## src/logic/lss_pkg.sv

```systemverilog
package lss_pkg;
	// Register map, byte offsets on the 8-bit address port
	localparam logic [7:0] ADDR_SYS_CONFIG = 8'h01;
	localparam logic [7:0] ADDR_MODE = 8'h12;
	localparam logic [7:0] ADDR_SCROLL_CTRL = 8'h13;
	localparam logic [7:0] ADDR_STATUS = 8'h14;
	localparam logic [7:0] ADDR_WINDOW_WIDTH = 8'h21;
	localparam logic [7:0] ADDR_WINDOW_HEIGHT = 8'h31;
	localparam logic [7:0] ADDR_CURSOR_ROW = 8'h70;
	localparam logic [7:0] ADDR_SCROLL_TOP_ROW = 8'h71;
	localparam logic [7:0] ADDR_SCROLL_BOTTOM_ROW = 8'h72;
	localparam logic [7:0] ADDR_BLINK_SCROLL_PERIOD = 8'h80;
	localparam logic [7:0] ADDR_ROW_IDLE_COUNT = 8'h90;

	// Reset values
	localparam logic [7:0] RST_ZERO = 8'h00;
	localparam logic [5:0] RST_WINDOW_WIDTH = 6'h27;
	localparam logic [7:0] RST_WINDOW_HEIGHT = 8'hEF;

	// Field positions and values
	localparam int DIV_LSB = 2;
	localparam int DIV_MSB = 3;
	localparam int TARGET_LSB = 0;
	localparam int TARGET_MSB = 1;
	localparam int MODE_LSB = 4;
	localparam int MODE_MSB = 6;
	localparam logic [1:0] TARGET_FONT_RAM = 2'h0;
	localparam logic [2:0] MODE_EXT1 = 3'h7;
	localparam logic [2:0] MODE_EXT2 = 3'h6;
	localparam logic [7:0] ROW_MAX = 8'hEF;
	localparam int GLYPH_MSB = 3;

	// Shift clock divisor is DIV_BASE >> field: 00 -> 8, 11 -> 1
	localparam logic [3:0] DIV_BASE = 4'h8;

	// Driver bus widths, expressed as shift of the column count
	localparam logic [1:0] BUS4_SHIFT = 2'h1;
	localparam logic [1:0] BUS8_SHIFT = 2'h0;
	localparam logic [3:0] COLUMNS_PER_UNIT = 4'h8;
endpackage

```

## src/logic/lss_scan_timing.sv

```systemverilog
module lss_scan_timing (
	// Clock and reset
	input wire logic i_ref_clk,
	input wire logic i_rst,
	// Register port
	input wire logic [7:0] i_addr,
	input wire logic [7:0] i_wdata,
	input wire logic i_wr,
	input wire logic i_rd,
	output logic [7:0] o_rdata,
	// Panel strap, asynchronous
	input wire logic i_driver_width_pin,
	// Panel timing
	output logic o_shift_clock,
	output logic o_row_start,
	output logic [7:0] o_row_line,
	output logic o_frame_start,
	// Cursor and scroll
	output logic o_blink_phase,
	output logic o_scroll_step,
	output logic [7:0] o_scroll_row,
	output logic [3:0] o_ram_addr_hi,
	output logic [3:0] o_font_glyph,
	output logic o_font_select
);

	function automatic logic [3:0] shift_divisor(input logic [7:0] cfg);
		shift_divisor = lss_pkg::DIV_BASE >> cfg[lss_pkg::DIV_MSB:lss_pkg::DIV_LSB];
	endfunction

	function automatic logic hit(input logic [7:0] a, input logic [7:0] reg_addr);
		hit = (a == reg_addr);
	endfunction

	// Register file
	logic [7:0] sys_config;
	logic [7:0] mode;
	logic scroll_enable;
	logic [5:0] window_width;
	logic [7:0] window_height;
	logic [7:0] cursor_row;
	logic [7:0] scroll_top_row;
	logic [7:0] scroll_bottom_row;
	logic [7:0] blink_scroll_period;
	logic [7:0] row_idle_count;
	logic [7:0] next_sys_config;
	logic [7:0] next_mode;
	logic next_scroll_enable;
	logic [5:0] next_window_width;
	logic [7:0] next_window_height;
	logic [7:0] next_cursor_row;
	logic [7:0] next_scroll_top_row;
	logic [7:0] next_scroll_bottom_row;
	logic [7:0] next_blink_scroll_period;
	logic [7:0] next_row_idle_count;
	logic [7:0] next_rdata;

	// Pin synchroniser
	logic dw_meta;
	logic dw_sync;

	// Scan timing state
	logic [3:0] div_cnt;
	logic [9:0] col_cnt;
	logic [7:0] row_cnt;
	logic [7:0] frame_cnt;
	logic [3:0] next_div_cnt;
	logic [9:0] next_col_cnt;
	logic [7:0] next_row_cnt;
	logic [7:0] next_frame_cnt;
	logic next_shift_clock;
	logic next_row_start;
	logic next_frame_start;
	logic next_blink_phase;
	logic next_scroll_step;
	logic [7:0] next_scroll_row;

	// Timing terms
	logic [3:0] divisor;
	logic shift_tick;
	logic extension_flag;
	logic [1:0] bus_shift;
	logic [9:0] row_shift_cycles;
	logic [9:0] row_period;
	logic row_end;
	logic frame_end;
	logic [7:0] blink_limit;

	always_comb
	begin
		next_sys_config = sys_config;
		next_mode = mode;
		next_scroll_enable = scroll_enable;
		next_window_width = window_width;
		next_window_height = window_height;
		next_cursor_row = cursor_row;
		next_scroll_top_row = scroll_top_row;
		next_scroll_bottom_row = scroll_bottom_row;
		next_blink_scroll_period = blink_scroll_period;
		next_row_idle_count = row_idle_count;
		next_rdata = lss_pkg::RST_ZERO;
		if (i_wr)
		begin
			if (hit(i_addr, lss_pkg::ADDR_SYS_CONFIG))
				next_sys_config = i_wdata;
			if (hit(i_addr, lss_pkg::ADDR_MODE))
				next_mode = i_wdata;
			if (hit(i_addr, lss_pkg::ADDR_SCROLL_CTRL))
				next_scroll_enable = i_wdata[0];
			if (hit(i_addr, lss_pkg::ADDR_WINDOW_WIDTH))
				next_window_width = i_wdata[5:0];
			if (hit(i_addr, lss_pkg::ADDR_WINDOW_HEIGHT))
				next_window_height = i_wdata;
			// Out of range cursor rows saturate rather than wrap into RAM beyond the panel
			if (hit(i_addr, lss_pkg::ADDR_CURSOR_ROW))
				next_cursor_row = (i_wdata > lss_pkg::ROW_MAX) ? lss_pkg::ROW_MAX : i_wdata;
			if (hit(i_addr, lss_pkg::ADDR_SCROLL_TOP_ROW))
				next_scroll_top_row = i_wdata;
			if (hit(i_addr, lss_pkg::ADDR_SCROLL_BOTTOM_ROW))
				next_scroll_bottom_row = i_wdata;
			if (hit(i_addr, lss_pkg::ADDR_BLINK_SCROLL_PERIOD))
				next_blink_scroll_period = i_wdata;
			if (hit(i_addr, lss_pkg::ADDR_ROW_IDLE_COUNT))
				next_row_idle_count = i_wdata;
		end
		if (i_rd)
		begin
			case (i_addr)
				lss_pkg::ADDR_SYS_CONFIG: next_rdata = sys_config;
				lss_pkg::ADDR_MODE: next_rdata = mode;
				lss_pkg::ADDR_SCROLL_CTRL: next_rdata = {7'h00, scroll_enable};
				lss_pkg::ADDR_STATUS: next_rdata = {6'h00, dw_sync, o_blink_phase};
				lss_pkg::ADDR_WINDOW_WIDTH: next_rdata = {2'h0, window_width};
				lss_pkg::ADDR_WINDOW_HEIGHT: next_rdata = window_height;
				lss_pkg::ADDR_CURSOR_ROW: next_rdata = cursor_row;
				lss_pkg::ADDR_SCROLL_TOP_ROW: next_rdata = scroll_top_row;
				lss_pkg::ADDR_SCROLL_BOTTOM_ROW: next_rdata = scroll_bottom_row;
				lss_pkg::ADDR_BLINK_SCROLL_PERIOD: next_rdata = blink_scroll_period;
				lss_pkg::ADDR_ROW_IDLE_COUNT: next_rdata = row_idle_count;
				default: next_rdata = lss_pkg::RST_ZERO;
			endcase
		end
	end

	always_ff @(posedge i_ref_clk or posedge i_rst)
	begin
		if (i_rst)
		begin
			sys_config <= lss_pkg::RST_ZERO;
			mode <= lss_pkg::RST_ZERO;
			scroll_enable <= 1'b0;
			window_width <= lss_pkg::RST_WINDOW_WIDTH;
			window_height <= lss_pkg::RST_WINDOW_HEIGHT;
			cursor_row <= lss_pkg::RST_ZERO;
			scroll_top_row <= lss_pkg::RST_ZERO;
			scroll_bottom_row <= lss_pkg::RST_ZERO;
			blink_scroll_period <= lss_pkg::RST_ZERO;
			row_idle_count <= lss_pkg::RST_ZERO;
			o_rdata <= lss_pkg::RST_ZERO;
		end
		else
		begin
			sys_config <= next_sys_config;
			mode <= next_mode;
			scroll_enable <= next_scroll_enable;
			window_width <= next_window_width;
			window_height <= next_window_height;
			cursor_row <= next_cursor_row;
			scroll_top_row <= next_scroll_top_row;
			scroll_bottom_row <= next_scroll_bottom_row;
			blink_scroll_period <= next_blink_scroll_period;
			row_idle_count <= next_row_idle_count;
			o_rdata <= next_rdata;
		end
	end

	// Strap may change at any time; only dw_sync is read
	always_ff @(posedge i_ref_clk or posedge i_rst)
	begin
		if (i_rst)
		begin
			dw_meta <= 1'b0;
			dw_sync <= 1'b0;
		end
		else
		begin
			dw_meta <= i_driver_width_pin;
			dw_sync <= dw_meta;
		end
	end

	always_comb
	begin
		divisor = shift_divisor(sys_config);
		// Terminal compares use >= so a shortened setting ends the count at once
		shift_tick = (div_cnt >= divisor - 4'h1);
		extension_flag = (mode[lss_pkg::MODE_MSB:lss_pkg::MODE_LSB] == lss_pkg::MODE_EXT1)
			|| (mode[lss_pkg::MODE_MSB:lss_pkg::MODE_LSB] == lss_pkg::MODE_EXT2);
		bus_shift = dw_sync ? lss_pkg::BUS8_SHIFT : lss_pkg::BUS4_SHIFT;
		// Column count is units of eight, so dividing by 4 or 8 is a shift
		row_shift_cycles = ({4'h0, window_width} + 10'h001)
			* {6'h00, lss_pkg::COLUMNS_PER_UNIT} / 10'h008;
		row_shift_cycles = row_shift_cycles << (bus_shift + {1'b0, extension_flag});
		row_period = row_shift_cycles + {2'h0, row_idle_count};
		row_end = shift_tick && (col_cnt >= row_period - 10'h001);
		frame_end = row_end && (row_cnt >= window_height);
		blink_limit = (blink_scroll_period == lss_pkg::RST_ZERO) ? 8'h01
			: blink_scroll_period;

		next_div_cnt = shift_tick ? 4'h0 : div_cnt + 4'h1;
		// Divide by one cannot toggle from a flop; shift clock then idles low
		next_shift_clock = (next_div_cnt < (divisor >> 1));
		next_col_cnt = row_end ? 10'h000 : (shift_tick ? col_cnt + 10'h001 : col_cnt);
		next_row_cnt = frame_end ? 8'h00 : (row_end ? row_cnt + 8'h01 : row_cnt);
		next_row_start = row_end;
		next_frame_start = frame_end;

		next_frame_cnt = frame_cnt;
		next_blink_phase = o_blink_phase;
		next_scroll_step = 1'b0;
		next_scroll_row = o_scroll_row;
		if (frame_end)
		begin
			if (frame_cnt + 8'h01 >= blink_limit)
			begin
				next_frame_cnt = 8'h00;
				next_blink_phase = ~o_blink_phase;
				next_scroll_step = scroll_enable;
				// Bounds are trusted as loaded; outside the window restarts at top
				if (scroll_enable)
				begin
					if (o_scroll_row >= scroll_bottom_row || o_scroll_row < scroll_top_row)
						next_scroll_row = scroll_top_row;
					else
						next_scroll_row = o_scroll_row + 8'h01;
				end
			end
			else
				next_frame_cnt = frame_cnt + 8'h01;
		end
	end

	always_ff @(posedge i_ref_clk or posedge i_rst)
	begin
		if (i_rst)
		begin
			div_cnt <= 4'h0;
			col_cnt <= 10'h000;
			row_cnt <= 8'h00;
			frame_cnt <= 8'h00;
			o_shift_clock <= 1'b0;
			o_row_start <= 1'b0;
			o_row_line <= 8'h00;
			o_frame_start <= 1'b0;
			o_blink_phase <= 1'b0;
			o_scroll_step <= 1'b0;
			o_scroll_row <= 8'h00;
		end
		else
		begin
			div_cnt <= next_div_cnt;
			col_cnt <= next_col_cnt;
			row_cnt <= next_row_cnt;
			frame_cnt <= next_frame_cnt;
			o_shift_clock <= next_shift_clock;
			o_row_start <= next_row_start;
			o_row_line <= next_row_cnt;
			o_frame_start <= next_frame_start;
			o_blink_phase <= next_blink_phase;
			o_scroll_step <= next_scroll_step;
			o_scroll_row <= next_scroll_row;
		end
	end

	// Address and glyph outputs load from the next register values, on the same edge as the registers
	always_ff @(posedge i_ref_clk or posedge i_rst)
	begin
		if (i_rst)
		begin
			o_ram_addr_hi <= 4'h0;
			o_font_glyph <= 4'h0;
			o_font_select <= 1'b0;
		end
		else
		begin
			o_ram_addr_hi <= next_cursor_row[3:0];
			o_font_glyph <= next_cursor_row[lss_pkg::GLYPH_MSB:0];
			o_font_select <= (next_mode[lss_pkg::TARGET_MSB:lss_pkg::TARGET_LSB]
				== lss_pkg::TARGET_FONT_RAM);
		end
	end

endmodule

```

## config.mk

```make
export PLATFORM = sky130hd
export DESIGN_NAME = lss_scan_timing
export DESIGN_NICKNAME = d
export VERILOG_FILES = /design/src/logic/lss_pkg.sv /design/src/logic/lss_scan_timing.sv
export SDC_FILE = /design/constraint.sdc
export NUM_CORES = 1
export LEC_CHECK = 0
export ABC_AREA = 1
export BUFFER_PORTS_ARGS = -buffer_cell sky130_fd_sc_hd__clkbuf_2
export CAP_MARGIN = 20
export CELL_PAD_IN_SITES_DETAIL_PLACEMENT = 0
export CELL_PAD_IN_SITES_GLOBAL_PLACEMENT = 1
export CORE_MARGIN = 2
export CORE_UTILIZATION = 46
export DETAILED_ROUTE_END_ITERATION = 10
export PLACE_DENSITY_LB_ADDON = 0.1
export RECOVER_POWER = 50
export SETUP_SLACK_MARGIN = 0.15
export SLEW_MARGIN = 5
export SYNTH_ARGS = -nofsm -noshare
export SYNTH_HDL_FRONTEND = slang
export SYNTH_SLANG_ARGS = --single-unit
export TNS_END_PERCENT = 10
```

## constraint.sdc

```tcl
create_clock -name i_ref_clk -period 5.3 [get_ports i_ref_clk]
set_input_delay 0 -clock i_ref_clk [delete_from_list [all_inputs] [get_ports i_ref_clk]]
set_output_delay 0 -clock i_ref_clk [all_outputs]
set_load 0.005 [all_outputs]
```

==> impl_metrics.ini, run 1 <==
[timing]
fmax_mhz = 219
rsz0062_at_grt = no
final_hold_viol_count = 0
drv_slew = 69
clock_skew_ps = 10.1
setup_viol = 0
period_minus_slack_ps = 4570
slew_headroom = -1.51
fin_tns_setup_ps = 0
period_share = 0.861
worst_slew_pin_slew_ps = 3760

[place]
dpl.hpwl_um = 15600
numPortBuffers = 58
gp_routability_congestion = 0.881

[pwr]
combPwrFrac = 0.200
p_per_area_mw_per_mm2 = 306
max-vdd-ir-drop_uv = 234
pwr-share-clk = 0.408
switching_share = 0.325
power.internal_uw = 1900
pwr-share-seq = 0.391
switching_power_uw = 912
p_leak_uw = 0.00475

[clock_network]
insertion_delay_ps = 420
cts.sinks = 125
root_buffer = clkbuf_16
cts_buffers = 17
path_clk_slew_ps = 60
clk_path_buf_depth = 2
cts_tree = built
ctsHtreeMaxLevel = 4

[drt]
drt-initial-drc-count = 390
drt-total-wl_um = 21100
route.detailed.drc = 0
first_pass_iters = 5
routedWlPerCell_um = 15.6
vias = 6869
ant_nets = 0
via_per_inst = 5.07

[floorplanning]
num_rows = 48
io_pins = 59
die_h_um = 137
dieArea_mm2 = 0.0187
core_area_mm2 = 0.0173
fp.dieW_um = 137
start_util = 0.470

[setup_path]
crit_required_ps = 5610
r2r_setup_slack_ps = 730
cp_max_fo = 10
cp.arrival_ps = 4880
endpoint_kind = flip-flop
path_class = flip-flop to flip-flop
reg2reg_depth = 27
r2r_start = mode[5]$_DFFE_PP0P_
crit_path_start_kind = flip-flop
r2r_end = o_scroll_row[0]$_DFFE_PP0P_

[synth]
yosysMostFrequentCell = nand2_1
syn_area_per_cell_um2 = 7.76
synthArstFlopShare = 1.00
syn_nets = 1138
synth_edf_count = 0
synth_cell_type_count = 53
synth_ff_type = dfrtp_1
yosysTopAreaCellShare = 0.351
synth_cells = 1047
synth-warning-count = 0
synth_area_mm2 = 0.00812
ys_seq_elements = 125
synthTopCellsByArea = dfrtp_1, nand2_1, ha_1
yosys.area.top_type = dfrtp_1
yosysSeqAreaShare = 0.387
yosys-top-cells-count = nand2_1, inv_1, dfrtp_1

[outcome]
violations = max-capacitance violations, max-slew violations
status = finished, violations left

[flow_run]
maxCapViolCount = 1

[final_layout]
layout.nets = 1207
final_core_util = 0.530
area_growth_pct = 12.9
diodes = 0
drive_above_1_share = 0.120

[worst_hold_path]
hold-path-endpoint = scroll_enable$_DFFE_PP0P_
holdPathStages = 5
min_from = i_addr[0]
hp-class = primary input to flip-flop

[global_routing]
grt_usage = 0.243
grt_first_pass_wirelength_um = 34800
grt_pass1_vias = 6588
antenna_found_initial = 0
grt_max_degree = 84
grt_overflow = 0
==> worst max-delay path by stage <==
stage                                  end  slack (ps)                 from
6_report       o_scroll_row[0]$_DFFE_PP0P_         730  mode[5]$_DFFE_PP0P_
5_1_grt        o_scroll_row[2]$_DFFE_PP0P_         240  mode[5]$_DFFE_PP0P_
4_1_cts        o_scroll_row[0]$_DFFE_PP0P_         630  mode[5]$_DFFE_PP0P_
3_5_place_dp   o_scroll_row[0]$_DFFE_PP0P_         650  mode[5]$_DFFE_PP0P_
3_3_place_gp   o_scroll_row[6]$_DFFE_PP0P_         740  mode[5]$_DFFE_PP0P_
2_1_floorplan       row_cnt[5]$_DFFE_PP0P_        1160  mode[5]$_DFFE_PP0P_
==> cells by family after synthesis <==
group                    after synthesis  synth area share
AO/OA/AOI/OAI                        151             0.106
XOR/XNOR                              29            0.0313
adder cells (fa/ha/maj)               70             0.109
buffers and inverters                173            0.0907
flip-flops                           125             0.387
multiplexers                           2           0.00247
AND/OR/NAND/NOR                      497             0.274
==> metrics by stage <==
step	worst slack, ps	std cells	hold slack [ps]	total power, uW	instance area (um^2)
after floorplan	1160	1047	31.4	1520	8120
after global placement	744	1309	110	1670	8540
after detailed placement	652	1309	112	1680	8540
after CTS	632	1353	94.0	2840	9230
after global routing	236	1354	110	2980	9170
final	735	1354	93.2	2810	9170
==> power groups by stage <==
stage	clock, uW	combinational, uW	sequential [uW]
4_1_cts	1170	572	1100
3_5_place_dp	0	563	1120
3_3_place_gp	0	555	1110
6_report	1150	563	1100
5_1_grt	1210	659	1110
2_1_floorplan	0	432	1090
==> area by class of cell <==
cell class | count | area, um^2
fill | 1752 | 8130
multi-input combinational | 749 | 4200
sequential | 125 | 3140
inverter | 150 | 566
clock buffer | 19 | 443
timing repair buffer | 73 | 404
tap | 225 | 282
clock inverter | 13 | 131
==> cell usage in the layout (no fill, tap or decap), drive strengths merged <==
cell type and count:
bufinv 1, o31ai 10, o41ai 1, clkinv 3, o21a 1, a21oi 31
nor4 1, nor2 66, or2 5, nand2 324, o21ai 95, xor2 19
and3 1, xnor2 10, clkbuf 78, o22ai 4, mux2i 2, nand3b 4
o2bb2ai 1, o311ai 1, and2 1, dlygate4sd3 12, dfrtp 114, nand3 67
a21o 1, o211ai 1, fa 1, inv 153, dfstp 11, ha 69
buf 2, a31o 1, o21bai 2, nand4 17, clkinvlp 6, nor3 11
o221ai 1, a31oi 1
==> state kept, by name (all words and copies together), names as in the netlist, 4 cells and up <==
signal and flops:
row_cnt 8, row_idle_count 8, scroll_top_row 8, frame_cnt 8, o_font_glyph 4, blink_scroll_period 8
window_width 6, cursor_row 4, col_cnt 10, scroll_bottom_row 8, div_cnt 4, o_scroll_row 8
mode 8, window_height 8, o_rdata 8, sys_config 8
==> layer usage <==
metal | track usage | wire [um] | vias to the layer above | part of all wire
li1 | - | - | 3518 | -
met1 | 0.341 | 10100 | 3180 | 0.48
met2 | 0.386 | 9770 | 141 | 0.46
met3 | 0.0407 | 800 | 30 | 0.038
met4 | 0.0745 | 412 | 0 | 0.020
met5 | 0 | 0 | - | 0
==> critical path, cell delays in order, from the launching register on <==
cell and delay (ps):
dfrtp_1 400, nand2_1 70, inv_1 50, ha_2 410, inv_1 120, o21ai_0 230
nand2_1 80, ha_1 280, inv_1 60, ha_1 160, inv_1 50, fa_1 410
o21ai_0 290, nand2_1 80, nand3_1 90, nand3_1 80, nand2_1 80, inv_1 40
ha_1 280, nand2_1 70, nor2_1 130, nand3_1 100, nand3_2 150, nand2_2 180
nor2_4 240, nand2_2 170, nand2_1 90, nand2_1 60
==> repair_timing <==
action | in CTS | in global routing
endpoints found under the setup margin | 0 | 2
gates resized for setup | 0 | 1
setup buffers | 0 | 0
hold buffers | 12 | 0
hold endpoints to repair | 91 | 0
Power figures use the tool's default switching activity.
==> run 2, diff against run 1 <==
--- a/config.mk
+++ b/config.mk
@@ -11,7 +11,7 @@
 export CELL_PAD_IN_SITES_DETAIL_PLACEMENT = 0
 export CELL_PAD_IN_SITES_GLOBAL_PLACEMENT = 1
 export CORE_MARGIN = 2
-export CORE_UTILIZATION = 46
+export CORE_UTILIZATION = 40
 export DETAILED_ROUTE_END_ITERATION = 10
 export PLACE_DENSITY_LB_ADDON = 0.1
 export RECOVER_POWER = 50
==> impl_metrics.ini, run 2 (same netlist as run 1, synthesis figures left out) <==
[timing]
period_share = 0.874
final_hold_viol_count = 0
slew_headroom = -1.21
fmax_mhz = 216
worst_slew_pin_slew_ps = 3300
rsz0062_at_grt = no
period_minus_slack_ps = 4630
setup_viol = 0
fin_tns_setup_ps = 0
drv_slew = 75
clock_skew_ps = 12.5
setup_ws_ps = 669

[final_layout]
area_growth_pct = 13.7
largest_reg_flops = 10
drive_above_1_share = 0.117
diodes = 0
top_register = col_cnt
layout.nets = 1206
final_common_cell = nand2_1
final_cell_mix = nand2_1, inv_1, dfrtp_1
stdcell_count = 1398

[floorplanning]
io_pins = 59
dieArea_mm2 = 0.0215
core_area_mm2 = 0.0201
fp.dieW_um = 146
num_rows = 52
die_h_um = 146
start_util = 0.404

[global_routing]
grtUsageMet3 = 0.0300
grt_max_degree = 75
grt_pass1_vias = 6468
grtUsageMet1 = 0.295
grt_usage = 0.211
grt_overflow = 0
antenna_found_initial = 0
grt_first_pass_wirelength_um = 35300
grtUsageMet2 = 0.347
busiest_layer = met2

[setup_path]
r2r_end = o_scroll_row[7]$_DFFE_PP0P_
crit_start = mode[5]$_DFFE_PP0P_
path_class = flip-flop to flip-flop
crit_required_ps = 5620
r2r_start = mode[5]$_DFFE_PP0P_
crit_path_start_kind = flip-flop
reg2reg_depth = 27
endpoint_kind = flip-flop
path_common_cell = nand2_1
critPathMaxStageDelay_ps = 450
endpoint = o_scroll_row[7]$_DFFE_PP0P_
r2r_setup_slack_ps = 670
cp.arrival_ps = 4950
cp_slowest_cell = ha_1
cp_max_fo = 10

[clock_network]
post_cts_buffers = 0
cts.sinks = 125
cts_tree = built
path_clk_slew_ps = 60
clk_path_buf_depth = 2
cts_buffers = 17
insertion_delay_ps = 430
ctsHtreeMaxLevel = 4
root_buffer = clkbuf_16

[drt]
vias = 6738
route.detailed.drc = 0
routedWlPerCell_um = 15.6
drt-initial-drc-count = 392
first_pass_iters = 5
drt-total-wl_um = 21800
via_per_inst = 4.82
ant_nets = 0

[flow_run]
maxCapViolCount = 1

[pwr]
p_leak_uw = 0.00477
p_per_area_mw_per_mm2 = 313
max-vdd-ir-drop_uv = 188

[outcome]
status = finished, violations left
violations = max-capacitance violations, max-slew violations

[place]
numPortBuffers = 58
preCtsSetupSlack_ps = 594
dpl.hpwl_um = 16400
place_inst = 1354
gp_routability_congestion = 0.851

[worst_hold_path]
hp-class = primary input to flip-flop
## run 2: cell count changes in the layout (fill, tap and decap cells not counted), moves of 2 or more
| cell | before | now |
|---|---|---|
| o21ai_2 | 9 | 7 |
| inv_1 | 138 | 140 |
| nand2_1 | 310 | 312 |
| clkbuf_1 | 22 | 17 |
| o21ai_1 | 42 | 33 |
| inv_2 | 9 | 7 |
| clkbuf_2 | 38 | 41 |
| o21ai_0 | 44 | 55 |
| bufinv_16 | 1 | 3 |
## run 2: worst min path at each step
stage	from	to	slack [ps]	cells after the start
6_report	i_addr[0]	scroll_enable$_DFFE_PP0P_	90	5
5_1_grt	i_wr	scroll_enable$_DFFE_PP0P_	160	3
4_1_cts	i_addr[0]	scroll_enable$_DFFE_PP0P_	90	5
3_5_place_dp	i_driver_width_pin	dw_meta$_DFF_PP0_	110	1
3_3_place_gp	i_driver_width_pin	dw_meta$_DFF_PP0_	110	1
2_1_floorplan	i_driver_width_pin	dw_meta$_DFF_PP0_	30	0
## run 2: per-layer routing
metal | vias up | part of all wire | routed length [um]
met4 | 0 | 0.011 | 234
met3 | 21 | 0.031 | 670
met2 | 101 | 0.48 | 10400
met5 | - | 0 | 0
li1 | 3521 | - | -
met1 | 3095 | 0.48 | 10500
## run 2: critical path, delay by kind of cell, from the launching register on
family	cells	cell delay [ps]
AND/OR/NAND/NOR	15	1710
AO/OA/AOI/OAI	2	450
buffers and inverters	5	360
flip-flops	1	400
adder cells (fa/ha/maj)	5	1590
## run 2: power breakdown
part	switching (uW)	leakage (uW)	internal (uW)
combinational	363	0.00285	201
clock	483	0.000287	747
sequential	74.4	0.00163	1030
total	920	0.00477	1970
## run 2: final cells by class
| cell class | count | area (um^2) |
|---|---|---|
| inverters | 150 | 566 |
| clock buffers | 17 | 425 |
| well taps | 270 | 338 |
| repair buffers | 72 | 404 |
| clock inverters | 15 | 186 |
| fillers | 2091 | 10900 |
| multi-input cells | 749 | 4180 |
| flip-flops and latches | 125 | 3140 |
## run 2: through the flow
| stage | instance area [um^2] | hold WS [ps] | power [uW] | utilization |
|---|---|---|---|---|
| floorplan | 8120 | 31.4 | 1520 | - |
| global placement | 8600 | 112 | 1680 | 0.428 |
| detailed placement | 8600 | 112 | 1680 | 0.428 |
| CTS | 9330 | 90.8 | 2930 | 0.464 |
| global route | 9240 | 158 | 3070 | 0.459 |
| finish | 9240 | 91.0 | 2890 | 0.459 |
## run 2: what timing repair did
| action | in CTS | in global routing |
|---|---|---|
| resized for setup | 0 | 1 |
| endpoints found under the hold margin | 84 | 0 |
| hold buffers | 12 | 0 |
| endpoints found under the setup margin | 0 | 8 |
==> run 3, diff against run 2 <==
--- a/config.mk
+++ b/config.mk
@@ -13,6 +13,7 @@
 export CORE_MARGIN = 2
 export CORE_UTILIZATION = 40
 export DETAILED_ROUTE_END_ITERATION = 10
+export HOLD_SLACK_MARGIN = 0.15
 export PLACE_DENSITY_LB_ADDON = 0.1
 export RECOVER_POWER = 50
 export SETUP_SLACK_MARGIN = 0.15
==> impl_metrics.ini, run 3 (same netlist as run 1, synthesis figures left out) <==
[timing]
period_share = 0.874
final_hold_viol_count = 0
setup_ws_ps = 666
fin_tns_setup_ps = 0
clock_skew_ps = 12.6
drv_slew = 75
rsz0062_at_grt = no
fmax_mhz = 216
period_minus_slack_ps = 4630
worst_slew_pin_slew_ps = 3320
slew_headroom = -1.23
holdWs_ps = 111
setup_viol = 0

[setup_path]
crit_path_start_kind = flip-flop
r2r_start = mode[5]$_DFFE_PP0P_
r2r_setup_slack_ps = 670
path_class = flip-flop to flip-flop
critPathMaxStageDelay_ps = 450
critPathTopFamily = simple AND/OR/NAND/NOR gates
crit_start = mode[5]$_DFFE_PP0P_
reg2reg_depth = 27
cp.depth = 27
cp_max_fo = 10
crit_buf_inv = 5
endpoint_kind = flip-flop
cp_slowest_cell = ha_1
path_common_cell = nand2_1
cp.arrival_ps = 4950
crit_required_ps = 5620

[drt]
route.detailed.drc = 0
via_per_inst = 4.80
drt-initial-drc-count = 391
drt-total-wl_um = 21800
routedWlPerCell_um = 15.6
vias = 6714
first_pass_iters = 5
ant_nets = 0

[pwr]
max-vdd-ir-drop_uv = 188
combPwrFrac = 0.195
pwr-share-clk = 0.425
pwr-share-seq = 0.380
power.internal_uw = 1970
p_leak_uw = 0.00477
p_per_area_mw_per_mm2 = 313
switching_share = 0.317
switching_power_uw = 918

[clock_network]
ctsHtreeMaxLevel = 4
clk_path_buf_depth = 2
cts_buffers = 17
insertion_delay_ps = 430
root_buffer = clkbuf_16
cts_tree = built
path_clk_slew_ps = 60
post_cts_buffers = 0
cts.sinks = 125

[final_layout]
largest_reg_flops = 10
final_cell_area_mm2 = 0.00925
final_common_cell = nand2_1
drive_above_1_share = 0.117
diodes = 0
final_cell_mix = nand2_1, inv_1, dfrtp_1
top_register = col_cnt
layout.nets = 1207
area_growth_pct = 13.8
fillers = 2090

[floorplanning]
fp.dieW_um = 146
num_rows = 52
start_util = 0.404
io_pins = 59
core_area_mm2 = 0.0201
die_h_um = 146
dieArea_mm2 = 0.0215

[outcome]
status = finished, violations left
violations = max-capacitance violations, max-slew violations

[place]
preCtsSetupSlack_ps = 594
gp_routability_congestion = 0.851
dpl_cell_area_mm2 = 0.00860
dpl.hpwl_um = 16400
numPortBuffers = 58

[global_routing]
antenna_found_initial = 0
grt_max_degree = 75
grt_overflow = 0
grt_first_pass_wirelength_um = 35400
grt_usage = 0.211
grt_pass1_vias = 6475

[flow_run]
maxCapViolCount = 1

[worst_hold_path]
holdPathStages = 6
min_from = i_addr[2]
hp-class = primary input to flip-flop
## run 3: worst paths after layout
path / to
max: o_scroll_row[7]$_DFFE_PP0P_
min: scroll_enable$_DFFE_PP0P_
max reg2reg: o_scroll_row[7]$_DFFE_PP0P_
min reg2reg: dw_sync$_DFF_PP0_
max in group asynchronous: o_rdata[5]$_DFF_PP0_
min in group asynchronous: frame_cnt[4]$_DFFE_PP0P_
## run 3: through the flow
stage | std cells | utilization | power, uW
global placement | 1354 | 0.428 | 1680
global route | 1399 | 0.460 | 3070
finish | 1399 | 0.460 | 2890
detailed placement | 1354 | 0.428 | 1680
floorplan | 1047 | - | 1520
CTS | 1399 | 0.465 | 2930
## run 3: repair_timing
action | in CTS | in global routing
setup endpoints to repair | 0 | 8
hold buffers | 13 | 0
gates resized for setup | 0 | 1
endpoints found under the hold margin | 133 | 0
## run 3: cell type report
| cell class | count | area [um^2] | area share |
|---|---|---|---|
| multi-input combinational | 749 | 4180 | 0.452 |
| sequential | 125 | 3140 | 0.340 |
| inverter | 150 | 566 | 0.0612 |
| clock buffer | 17 | 425 | 0.0460 |
| timing repair buffer | 73 | 414 | 0.0448 |
| tap | 270 | 338 | 0.0365 |
| clock inverter | 15 | 186 | 0.0202 |
## run 3: power by group through the flow
stage | combinational, uW | sequential (uW) | clock [uW]
floorplan | 432 | 1090 | 0
global placement | 562 | 1120 | 0
detailed placement | 569 | 1120 | 0
CTS | 578 | 1100 | 1250
global route | 663 | 1110 | 1290
finish | 563 | 1100 | 1230
## run 3: worst min-delay path, delay by kind of cell
family                 cells  cell delay [ps]
and+or+nand+nor            3              250
buffers and inverters      2              160
AOI/OAI and AO/OA          1               70
## run 3: routing by layer
| metal | vias to the layer above | wire [um] | share of wire | GRT usage |
|---|---|---|---|---|
| met5 | - | 0 | 0 | 0 |
| met4 | 0 | 235 | 0.011 | 0.0539 |
| met3 | 21 | 609 | 0.028 | 0.0297 |
| met2 | 96 | 10400 | 0.48 | 0.347 |
| met1 | 3075 | 10500 | 0.48 | 0.295 |
| li1 | 3522 | - | - | - |
